File: src/pkg/cts_defs.svh
`ifndef CTS_DEFS_SVH
`define CTS_DEFS_SVH
// Purpose: offsets, bit positions, codes and reset values
// Assumes: APB byte addressing, one 32-bit word per register
// Notes: included by the syndrome encoder

// APB register byte offsets
`define CTS_OFF_CTRL 12'h000
`define CTS_OFF_STAT 12'h004
`define CTS_OFF_SYN 12'h008
// Trap control bits
`define CTS_B_TMR 0
`define CTS_B_PMU 4
`define CTS_B_AMU 5
`define CTS_B_VMR 6
`define CTS_B_VMW 7
`define CTS_B_TLB 8
`define CTS_B_SETW 9
`define CTS_B_POC 10
`define CTS_B_POU 11
`define CTS_B_FAC 12
`define CTS_B_TR1 13
`define CTS_B_TR2 14
`define CTS_B_TR3 15
`define CTS_B_DBG1 16
`define CTS_B_FINE 17
`define CTS_B_DBG2 18
`define CTS_B_DBG3 19
`define CTS_B_PD2 20
`define CTS_B_PD3 21
`define CTS_B_ID0 22
`define CTS_B_ID3 23
`define CTS_B_VLEN 24
`define CTS_CTRL_W 25
`define CTS_CTRL_RST 25'h000003f
// Status bits
`define CTS_ST_CAP 0
`define CTS_ST_EL 1
`define CTS_ST_XC 8
// Exception class codes
`define CTS_XC_CP15 6'h03
`define CTS_XC_CP14 6'h05
`define CTS_XC_FPID 6'h08
`define CTS_XC_PR15 6'h04
`define CTS_XC_PR14 6'h0c
// Coprocessor numbers and levels
`define CTS_CP15 4'hf
`define CTS_CP14 4'he
`define CTS_EL0 2'h0
`define CTS_EL1 2'h1
`define CTS_EL2 2'h2
`define CTS_EL3 2'h3
// Syndrome fields
`define CTS_SYN_W 25
`define CTS_SYN_VALID 24
`define CTS_CONDITION_CODE_FIELD_ALWAYS 4'he
`define CTS_OPND_FP 4'h0
`define CTS_AT_STV 25'h0000000
`define CTS_AT_STV0 25'h0000001
`define CTS_AT_LDST 25'h0000002
`endif

File: src/pkg/cts_pkg.sv
// Purpose: types shared by the syndrome encoder
// Assumes: nothing
// Notes: state codes are one-hot
package cts_pkg;
  // Trapped instruction kind
  typedef enum logic [3:0] {
    OP_NONE = 4'h0, OP_CP_WR = 4'h1, OP_CP_RD = 4'h2, OP_FP_RD = 4'h3,
    OP_PAIR_WR = 4'h4, OP_PAIR_RD = 4'h5, OP_AT_STV = 4'h6,
    OP_AT_STV0 = 4'h7, OP_AT_LDST = 4'h8
  } cts_op_t;
  // Target register group of the access
  typedef enum logic [3:0] {
    CL_OTHER = 4'h0, CL_TIMER = 4'h1, CL_PERF = 4'h2, CL_ACT = 4'h3,
    CL_VMCTL = 4'h4, CL_TLB = 4'h5, CL_SETWAY = 4'h6, CL_POC = 4'h7,
    CL_POU = 4'h8, CL_FEAT = 4'h9, CL_TRACE = 4'ha, CL_DBGCH = 4'hb,
    CL_PDBG = 4'hc, CL_JAZID = 4'hd, CL_FPID = 4'he, CL_IDG3 = 4'hf
  } cts_cls_t;
  // APB slave states
  typedef enum logic [1:0] {ST_IDLE = 2'b01, ST_ACC = 2'b10} cts_apb_st_t;
endpackage : cts_pkg

File: src/hdl/cts_top.sv
// Purpose: coprocessor trap check and syndrome capture
// Assumes: decode inputs synchronous to pclk, valid with trap_req
// Notes: trap controls and captured syndrome reached over APB
// Contract
// - Second operand goes to syndrome bits 4:1
// - Floating-point ID read reports zero operand
// - Bit 0 is direction, one means read
// - Syndrome fields need no defined reset value
// - Trapped coprocessor 15 single access uses class 03
// - Timer access from level 0 traps when denied
// - Perf monitor level-0 access traps when disabled
// - Activity monitor level-0 access traps when disabled
// - Level-1 virtual memory control access traps
// - Level-1 TLB maintenance traps to level 2
// - Cache maintenance traps on set/way, coherency, unification
// - Feature access control access traps to level 3
// - Trapped coprocessor 14 single access uses class 05
// - Debug channel access traps, finer with feature
// - Powerdown debug access traps to level 2/3
// - Jazelle ID read traps on group-0 control
// - FP system ID read traps, class 08
// - FP group-3 ID reads trap to level 2
// - Block atomic syndrome encodes 0, 1, 2
// - No other block atomic syndrome value
// - Bit 24 marks condition field valid
// - From 64-bit state validity bit is one
// - Fixed-length one; variable-length set by control
//
// Design decisions made here: the address map and register access over APB.
`include "cts_defs.svh"

module cts_top #(
  parameter logic [5:0] EXC_CLASS_ATOMIC = 6'h0a // Class for block atomics
) (
  input wire logic pclk, // Core clock
  input wire logic presetn, // Async reset, low active
  input wire logic psel, // APB select
  input wire logic penable, // APB enable
  input wire logic pwrite, // APB write
  input wire logic [11:0] paddr, // APB byte address
  input wire logic [31:0] pwdata, // APB write data
  output logic [31:0] prdata, // APB read data
  output logic pready, // APB ready
  output logic pslverr, // APB error
  input wire logic trap_req, // Instruction at commit point
  input wire cts_pkg::cts_op_t trap_op, // Instruction kind
  input wire logic [3:0] coproc_num, // Coprocessor number
  input wire logic [1:0] cur_el, // Current level
  input wire logic state_32, // 32-bit execution state
  input wire logic fixed_len, // Fixed-length encoding
  input wire logic hyp_route, // Level-0 traps go to level 2
  input wire cts_pkg::cts_cls_t reg_class, // Register group
  input wire logic [1:0] timer_sel, // Timer enable index
  input wire logic [3:0] instr_condition, // Instruction condition
  input wire logic [14:0] instr_fields, // Syndrome bits 19:5
  input wire logic [3:0] second_coproc_operand, // Second operand
  input wire logic ext_trap, // Trap found elsewhere
  input wire logic [1:0] ext_target_el, // Its target level
  output logic exc_taken_q, // Exception entry pulse
  output logic [1:0] exc_target_el_q, // Target level
  output logic [5:0] exception_class_code_q, // Exception class
  output logic [24:0] instruction_specific_syndrome_q // Syndrome
);
  import cts_pkg::*;

  // ----------------------------------------
  // Trap decision
  // ----------------------------------------
  logic [`CTS_CTRL_W-1:0] ctrl_q, ctrl_d;
  logic hit;
  logic [1:0] tgt;
  logic [1:0] route;
  logic single;
  logic lo;
  logic [5:0] xcls;
  logic [`CTS_SYN_W-1:0] syn;
  logic valid_bit;
  logic [3:0] cc;
  logic [3:0] opnd;

  // Level checks per register group
  always_comb begin : trap_decide
    route = hyp_route ? `CTS_EL2 : `CTS_EL1;
    single = (trap_op == OP_CP_WR) || (trap_op == OP_CP_RD);
    lo = (cur_el == `CTS_EL0) || (cur_el == `CTS_EL1);
    hit = 1'b0;
    tgt = `CTS_EL1;
    if (single && coproc_num == `CTS_CP15 && state_32) begin
      unique case (reg_class)
        CL_TIMER: if (cur_el == `CTS_EL0 && !ctrl_q[`CTS_B_TMR + timer_sel]) begin
          hit = 1'b1;
          tgt = route;
        end
        CL_PERF: if (cur_el == `CTS_EL0 && !ctrl_q[`CTS_B_PMU]) begin
          hit = 1'b1;
          tgt = route;
        end
        CL_ACT: if (cur_el == `CTS_EL0 && !ctrl_q[`CTS_B_AMU]) begin
          hit = 1'b1;
          tgt = route;
        end
        CL_VMCTL: if (cur_el == `CTS_EL1 &&
                      (trap_op == OP_CP_RD ? ctrl_q[`CTS_B_VMR] : ctrl_q[`CTS_B_VMW])) begin
          hit = 1'b1;
          tgt = `CTS_EL2;
        end
        CL_TLB: if (cur_el == `CTS_EL1 && ctrl_q[`CTS_B_TLB]) begin
          hit = 1'b1;
          tgt = `CTS_EL2;
        end
        CL_SETWAY, CL_POC, CL_POU: begin
          if (lo && ((reg_class == CL_SETWAY && ctrl_q[`CTS_B_SETW]) ||
                     (reg_class == CL_POC && ctrl_q[`CTS_B_POC]) ||
                     (reg_class == CL_POU && ctrl_q[`CTS_B_POU]))) begin
            hit = 1'b1;
            tgt = `CTS_EL2;
          end
        end
        CL_FEAT: if ((cur_el == `CTS_EL1 || cur_el == `CTS_EL2) && ctrl_q[`CTS_B_FAC]) begin
          hit = 1'b1;
          tgt = `CTS_EL3;
        end
        default: hit = 1'b0;
      endcase
    end else if (single && coproc_num == `CTS_CP14) begin
      unique case (reg_class)
        CL_TRACE: begin
          if (lo && ctrl_q[`CTS_B_TR1]) begin
            hit = 1'b1;
            tgt = route;
          end else if (cur_el != `CTS_EL3 && ctrl_q[`CTS_B_TR2]) begin
            hit = 1'b1;
            tgt = `CTS_EL2;
          end else if (ctrl_q[`CTS_B_TR3]) begin
            hit = 1'b1;
            tgt = `CTS_EL3;
          end
        end
        CL_DBGCH: begin
          if (lo && ctrl_q[`CTS_B_DBG1]) begin
            hit = 1'b1;
            tgt = route;
          end else if (ctrl_q[`CTS_B_FINE] && lo && ctrl_q[`CTS_B_DBG2]) begin
            hit = 1'b1;
            tgt = `CTS_EL2;
          end else if (ctrl_q[`CTS_B_FINE] && cur_el != `CTS_EL3 &&
                       ctrl_q[`CTS_B_DBG3]) begin
            hit = 1'b1;
            tgt = `CTS_EL3;
          end
        end
        CL_PDBG: if (state_32) begin
          if (cur_el != `CTS_EL3 && ctrl_q[`CTS_B_PD2]) begin
            hit = 1'b1;
            tgt = `CTS_EL2;
          end else if (ctrl_q[`CTS_B_PD3]) begin
            hit = 1'b1;
            tgt = `CTS_EL3;
          end
        end
        CL_JAZID: if (trap_op == OP_CP_RD && lo && ctrl_q[`CTS_B_ID0]) begin
          hit = 1'b1;
          tgt = `CTS_EL2;
        end
        default: hit = 1'b0;
      endcase
    end else if (trap_op == OP_FP_RD) begin
      // FP system ID at level 1
      if (reg_class == CL_FPID && cur_el == `CTS_EL1 && ctrl_q[`CTS_B_ID0]) begin
        hit = 1'b1;
        tgt = `CTS_EL2;
      end else if (reg_class == CL_IDG3 && lo && ctrl_q[`CTS_B_ID3]) begin
        hit = 1'b1;
        tgt = `CTS_EL2;
      end
    end
    if (!hit && ext_trap && trap_op != OP_NONE) begin
      hit = 1'b1;
      tgt = ext_target_el;
    end
  end

  // ----------------------------------------
  // Class and syndrome
  // ----------------------------------------
  // Build class and syndrome for the trapping instruction
  always_comb begin : syn_build
    valid_bit = !state_32 || fixed_len || ctrl_q[`CTS_B_VLEN];
    cc = state_32 ? instr_condition : `CTS_CONDITION_CODE_FIELD_ALWAYS;
    opnd = (trap_op == OP_FP_RD) ? `CTS_OPND_FP : second_coproc_operand;
    xcls = 6'h00;
    syn = '0;
    unique case (trap_op)
      OP_CP_WR, OP_CP_RD, OP_FP_RD: begin
        syn = {valid_bit, cc, instr_fields, opnd, trap_op != OP_CP_WR};
        xcls = (trap_op == OP_FP_RD) ? `CTS_XC_FPID :
               (coproc_num == `CTS_CP14) ? `CTS_XC_CP14 : `CTS_XC_CP15;
      end
      OP_PAIR_WR, OP_PAIR_RD: begin
        syn = {valid_bit, 24'h000000};
        xcls = (coproc_num == `CTS_CP14) ? `CTS_XC_PR14 : `CTS_XC_PR15;
      end
      OP_AT_STV: begin
        syn = `CTS_AT_STV;
        xcls = EXC_CLASS_ATOMIC;
      end
      OP_AT_STV0: begin
        syn = `CTS_AT_STV0;
        xcls = EXC_CLASS_ATOMIC;
      end
      OP_AT_LDST: begin
        syn = `CTS_AT_LDST;
        xcls = EXC_CLASS_ATOMIC;
      end
      OP_NONE: syn = '0;
      default: syn = '0;
    endcase
  end

  // ----------------------------------------
  // Capture on exception entry
  // ----------------------------------------
  logic taken_d;
  logic [1:0] el_d;
  logic [5:0] xc_d;
  logic [`CTS_SYN_W-1:0] syn_d;
  logic cap_q, cap_d;
  logic wr_acc;

  always_comb begin : cap_next
    taken_d = trap_req && hit;
    el_d = exc_target_el_q;
    xc_d = exception_class_code_q;
    syn_d = instruction_specific_syndrome_q;
    cap_d = cap_q;
    if (wr_acc && paddr == `CTS_OFF_STAT && pwdata[`CTS_ST_CAP]) begin
      cap_d = 1'b0;
    end
    if (taken_d) begin
      el_d = tgt;
      xc_d = xcls;
      syn_d = syn;
      cap_d = 1'b1;
    end
  end

  // reset value is a convenience only
  always_ff @(posedge pclk or negedge presetn) begin : cap_regs
    if (!presetn) begin
      exc_taken_q <= 1'b0;
      exc_target_el_q <= `CTS_EL0;
      exception_class_code_q <= 6'h00;
      instruction_specific_syndrome_q <= '0;
      cap_q <= 1'b0;
    end else begin
      exc_taken_q <= taken_d;
      exc_target_el_q <= el_d;
      exception_class_code_q <= xc_d;
      instruction_specific_syndrome_q <= syn_d;
      cap_q <= cap_d;
    end
  end

  // ----------------------------------------
  // APB slave
  // ----------------------------------------
  cts_apb_st_t st_q, st_d;
  logic [31:0] rd_d;
  logic rdy_d;
  logic err_d;
  logic mapped;

  assign wr_acc = (st_q == ST_ACC) && psel && penable && pwrite;
  assign mapped = (paddr == `CTS_OFF_CTRL) || (paddr == `CTS_OFF_STAT) ||
                  (paddr == `CTS_OFF_SYN);

  // Decode, read mux and control writes
  always_comb begin : apb_next
    st_d = st_q;
    rd_d = prdata;
    rdy_d = 1'b0;
    err_d = 1'b0;
    ctrl_d = ctrl_q;
    unique case (st_q)
      ST_IDLE: begin
        if (psel && !penable) begin
          st_d = ST_ACC;
          rdy_d = 1'b1;
          err_d = !mapped;
          rd_d = 32'h00000000;
          if (!pwrite && paddr == `CTS_OFF_CTRL) begin
            rd_d = {7'h00, ctrl_q};
          end else if (!pwrite && paddr == `CTS_OFF_STAT) begin
            rd_d[`CTS_ST_CAP] = cap_q;
            rd_d[`CTS_ST_EL +: 2] = exc_target_el_q;
            rd_d[`CTS_ST_XC +: 6] = exception_class_code_q;
          end else if (!pwrite && paddr == `CTS_OFF_SYN) begin
            rd_d = {7'h00, instruction_specific_syndrome_q};
          end
        end
      end
      ST_ACC: begin
        st_d = ST_IDLE;
        if (wr_acc && paddr == `CTS_OFF_CTRL) begin
          ctrl_d = pwdata[`CTS_CTRL_W-1:0];
        end
      end
    endcase
  end

  // APB registers
  always_ff @(posedge pclk or negedge presetn) begin : apb_regs
    if (!presetn) begin
      st_q <= ST_IDLE;
      prdata <= 32'h00000000;
      pready <= 1'b0;
      pslverr <= 1'b0;
      ctrl_q <= `CTS_CTRL_RST;
    end else begin
      st_q <= st_d;
      prdata <= rd_d;
      pready <= rdy_d;
      pslverr <= err_d;
      ctrl_q <= ctrl_d;
    end
  end
endmodule : cts_top

File: config.mk
export PLATFORM = sky130hd
export DESIGN_NAME = cts_top
export DESIGN_NICKNAME = d
export VERILOG_FILES = /design/src/pkg/cts_pkg.sv /design/src/hdl/cts_top.sv
export VERILOG_INCLUDE_DIRS = /design/src /design/src/pkg
export SDC_FILE = /design/constraint.sdc
export NUM_CORES = 1
export LEC_CHECK = 0
export BUFFER_PORTS_ARGS = -buffer_cell sky130_fd_sc_hd__buf_4
export CAP_MARGIN = 20
export CORE_MARGIN = 2
export CORE_UTILIZATION = 25
export CTS_BUF_LIST = sky130_fd_sc_hd__clkbuf_4 sky130_fd_sc_hd__clkbuf_8
export DETAILED_ROUTE_END_ITERATION = 8
export SLEW_MARGIN = 20
export SYNTH_ARGS = -nofsm -noshare
export SYNTH_HDL_FRONTEND = slang
export SYNTH_SLANG_ARGS = --single-unit
export TNS_END_PERCENT = 5
File: constraint.sdc
create_clock -name pclk -period 3.9 [get_ports pclk]
set_clock_uncertainty 0.15 [all_clocks]
set_input_delay 0.78 -clock pclk [delete_from_list [all_inputs] [get_ports pclk]]
set_output_delay 0.78 -clock pclk [all_outputs]
set_load 0.05 [all_outputs]
==> out/metrics.csv <==
metric,value,unit
CTS HTree Levels,3,
number of cells on the worst reg-to-reg path,8,
upper clock frequency limit,0.325,GHz
synthesized-area fraction occupied by xor and xnor cells,0.196,%
worst flop-to-flop path endpoint,exc_target_el_q[1],
detailed-route via count,3999,
vias in the first global route,3857,
mux share of post-synthesis cell area,8.63,%
power density over cell area,516,mW/mm²
proportion of netlist area held by the largest area contributor,44.8,%
setup_tns,0,ns
status,finished clean,
clock root buffer,clkbuf_8,
Post-CTS Setup Bufs,0,
"leading cell type in the layout, fill and taps excluded",buf_4,
simple-gate area share of the yosys netlist,18.1,%
R2R setup slack,1.31,ns
remaining design rule violation count,0,
Synth area leader,dfrtp_1,
Final Routed Wirelength,14500,µm
number of flip-flops and latches in the synthesized netlist,87,
"slowest stage cell, crit path",o41ai_4,
cell repeated most along the worst path,buf_4,
final hold vios,0,
largest net degree at the start of global routing,46,
commonest register cell after synthesis,dfrtp_1,
setup repair after global routing missed its margin,false,
clock tree from TritonCTS,done,
largest stage delay on the critical path,0.40,ns
worst slew slack as a fraction of its limit,49.6,%
Gate Count Post-Synth,467,
core area,0.0174,mm²
first-pass GRT wire length,21900,µm
placed wire-length estimate after detailed placement,10900,µm
post-layout power,3.12,mW
routability cong.,0.837,
sort of element at the start of the critical path,primary input,
Resize count post-CTS,0,
Final Max Tran Viols,0,
instance area after placement,0.00583,mm²
portion of the post-synthesis area used by sequential elements,48.9,%
Cell Count Post-Placement,825,
post-synthesis instance area,0.00447,mm²
ratio of cells with drive above 1 in the final layout,35.9,%
average cell area after synthesis,9.57,µm²
number of distinct library cells after synthesis,53,
clock buffer count from CTS,9,
number of synthesized flops with an enable pin,0,
CTS Hold Buffers Added,0,
chip width,138,µm
floorplan die area,0.0190,mm²
core utilization of the finished layout,34.8,%
reported max-cap violation count,0,
total number of yosys warnings,0,
First DRT Iteration DRCs,331,
maximum clock path buffer count,2,
grt ovf,0,
final critical delay including setup and external delays,3.07,ns
layout-stage area growth over the synthesis result,35.1,%
fraction of the mapped netlist area in adder cells,0.840,%
post-route insts no fill,841,
initial antenna violation count,0,
WL/cell,17.2,µm
"Non-Filler Cell Area, Final",0.00604,mm²
initial standard-cell utilization of the core,25.7,%
count of antenna-violating nets left after detailed routing,0,
reg-to-reg critical path startpoint,ctrl_q[14],
element type at the critical path end,flop,
"commonest cells after routing, fill and taps aside","161 x buf_4, 80 x dfrtp_1, 62 x nand2_1",
global-route usage over all layers,15.5,%
series of cell instances along the critical path,buf_4 -> inv_1 -> ha_1 -> or2_1 -> and4_1 -> o211ai_1 -> a21oi_1 -> o41ai_4 -> buf_4 -> buf_4 -> o21ai_0,
critical path type,primary input to flop,
data arrival time of the critical path,3.16,ns
clock-pin transition on the worst setup and hold timing paths,0.10,ns
Pre-Repair DR Iteration Count,6,
worst min-delay path category,primary input to async pin,
largest family of logic cells by synthesized area,compound AO/OA/AOI/OAI gates,
Port Buf Inserts,146,
fraction of the cycle the final worst path needs,78.8,%
I/O pin count,163,
CP Max Fanout,20,
count of standard-cell rows,48,
count of endpoints failing setup in the final report,0,
worst slew pin tran,0.737,ns
height of the chip,138,µm
Max VDD drop,0.263,mV
fraction of the mapped netlist area in compound gates,18.5,%
share of synthesized registers carrying an async set or reset,100,%
leading post-synthesis cells by cell area,"dfrtp_1 45%, mux2_2 7.1%, nand2_1 5.2%, a21oi_1 4.4%, dfstp_2 4.1%",
via count normalized by instance count,4.76,
clock network latency to the later pin of the worst-skew pair,0.38,ns
endpoint required time on the critical path,3.98,ns
number of antenna cells inserted,0,
"Net count, final",709,
clock net sink count,87,
static power due to leakage,2.71,nW
==> power by group <==
group          internal [mW]  switching, mW  total (mW)
Sequential              1.08          0.111        1.19
Combinational          0.382          0.874        1.26
Clock                  0.317          0.357       0.674
Total                   1.78           1.34        3.12
==> critical path, delay by kind of cell <==
kind                       cells  cell delay (ns)
AOI/OAI and AO/OA              4             0.92
buffers and inverters          4             0.65
and+or+nand+nor                2             0.50
adders and majority gates      1             0.29
==> synthesized netlist by cell type, drive strengths merged, types with 2 or more instances <==
cell type and n:
dfrtp 80, nand2 62, nor2 40, a21oi 39, o21ai 37, mux2 28
buf 19, a22oi 18, clkbuf 17, nand2b 11, nor2b 11, nand3 9
a222oi 8, inv 8, dfstp 7, mux2i 7, nand4 6, nor4 6
o22ai 5, nand3b 4, nor3 4, nor4b 4, a31oi 3, ha 3
o31ai 3, a211oi 2, a21boi 2, o211ai 2, or2 2, or4 2
==> registers in the layout (all words and copies together) (netlist names) <==
register                         count
st_q                                 2
exc_target_el_q                      2
cap_q                                1
prdata                              25
pready                               1
ctrl_q                              25
instruction_specific_syndrome_q     25
exception_class_code_q               4
pslverr                              1
exc_taken_q                          1
==> final cells by class <==
cell class | count | area (µm²)
fill | 1810 | 11300
sequential | 87 | 2190
multi-input combinational | 344 | 2120
timing repair buffer | 161 | 1210
tap | 225 | 282
clock buffer | 10 | 138
clock inverter | 6 | 68.8
inverter | 8 | 30.0
==> metal layers <==
layer  vias up  GRT usage, %  wire length [µm]
met3        11          2.76               984
met5         -             0                 0
li1       1959             -                 -
met4         0          5.84               212
met2       136          23.6              6650
met1      1893          21.8              6650
==> logic make-up after synthesis <==
kind of cell | count (synthesis)
AND/OR/NAND/NOR | 166
AO/OA/AOI/OAI | 130
flip-flops | 87
buffers and inverters | 44
multiplexers | 35
adder cells (fa/ha/maj) | 3
other | 1
XOR/XNOR | 1
==> per-stage QoR <==
stage	hold WS [ns]	setup slack, ns
finish	0.261	0.828
floorplan	0.321	0.874
global placement	0.346	0.442
global route	0.295	0.637
detailed placement	0.351	0.436
CTS	0.261	0.858
==> worst max path at each step <==
stage,cells after the start,slack [ns],startpoint,end
6_report,11,0.83,cur_el[1],exc_target_el_q[1]
5_1_grt,11,0.64,cur_el[1],exc_target_el_q[1]
4_1_cts,11,0.86,cur_el[1],instruction_specific_syndrome_q[18]
3_5_place_dp,11,0.44,cur_el[1],instruction_specific_syndrome_q[18]
3_3_place_gp,11,0.44,cur_el[1],exc_target_el_q[1]
2_1_floorplan,9,0.87,cur_el[1],instruction_specific_syndrome_q[10]
No activity file was read; power rests on OpenSTA's default activity.
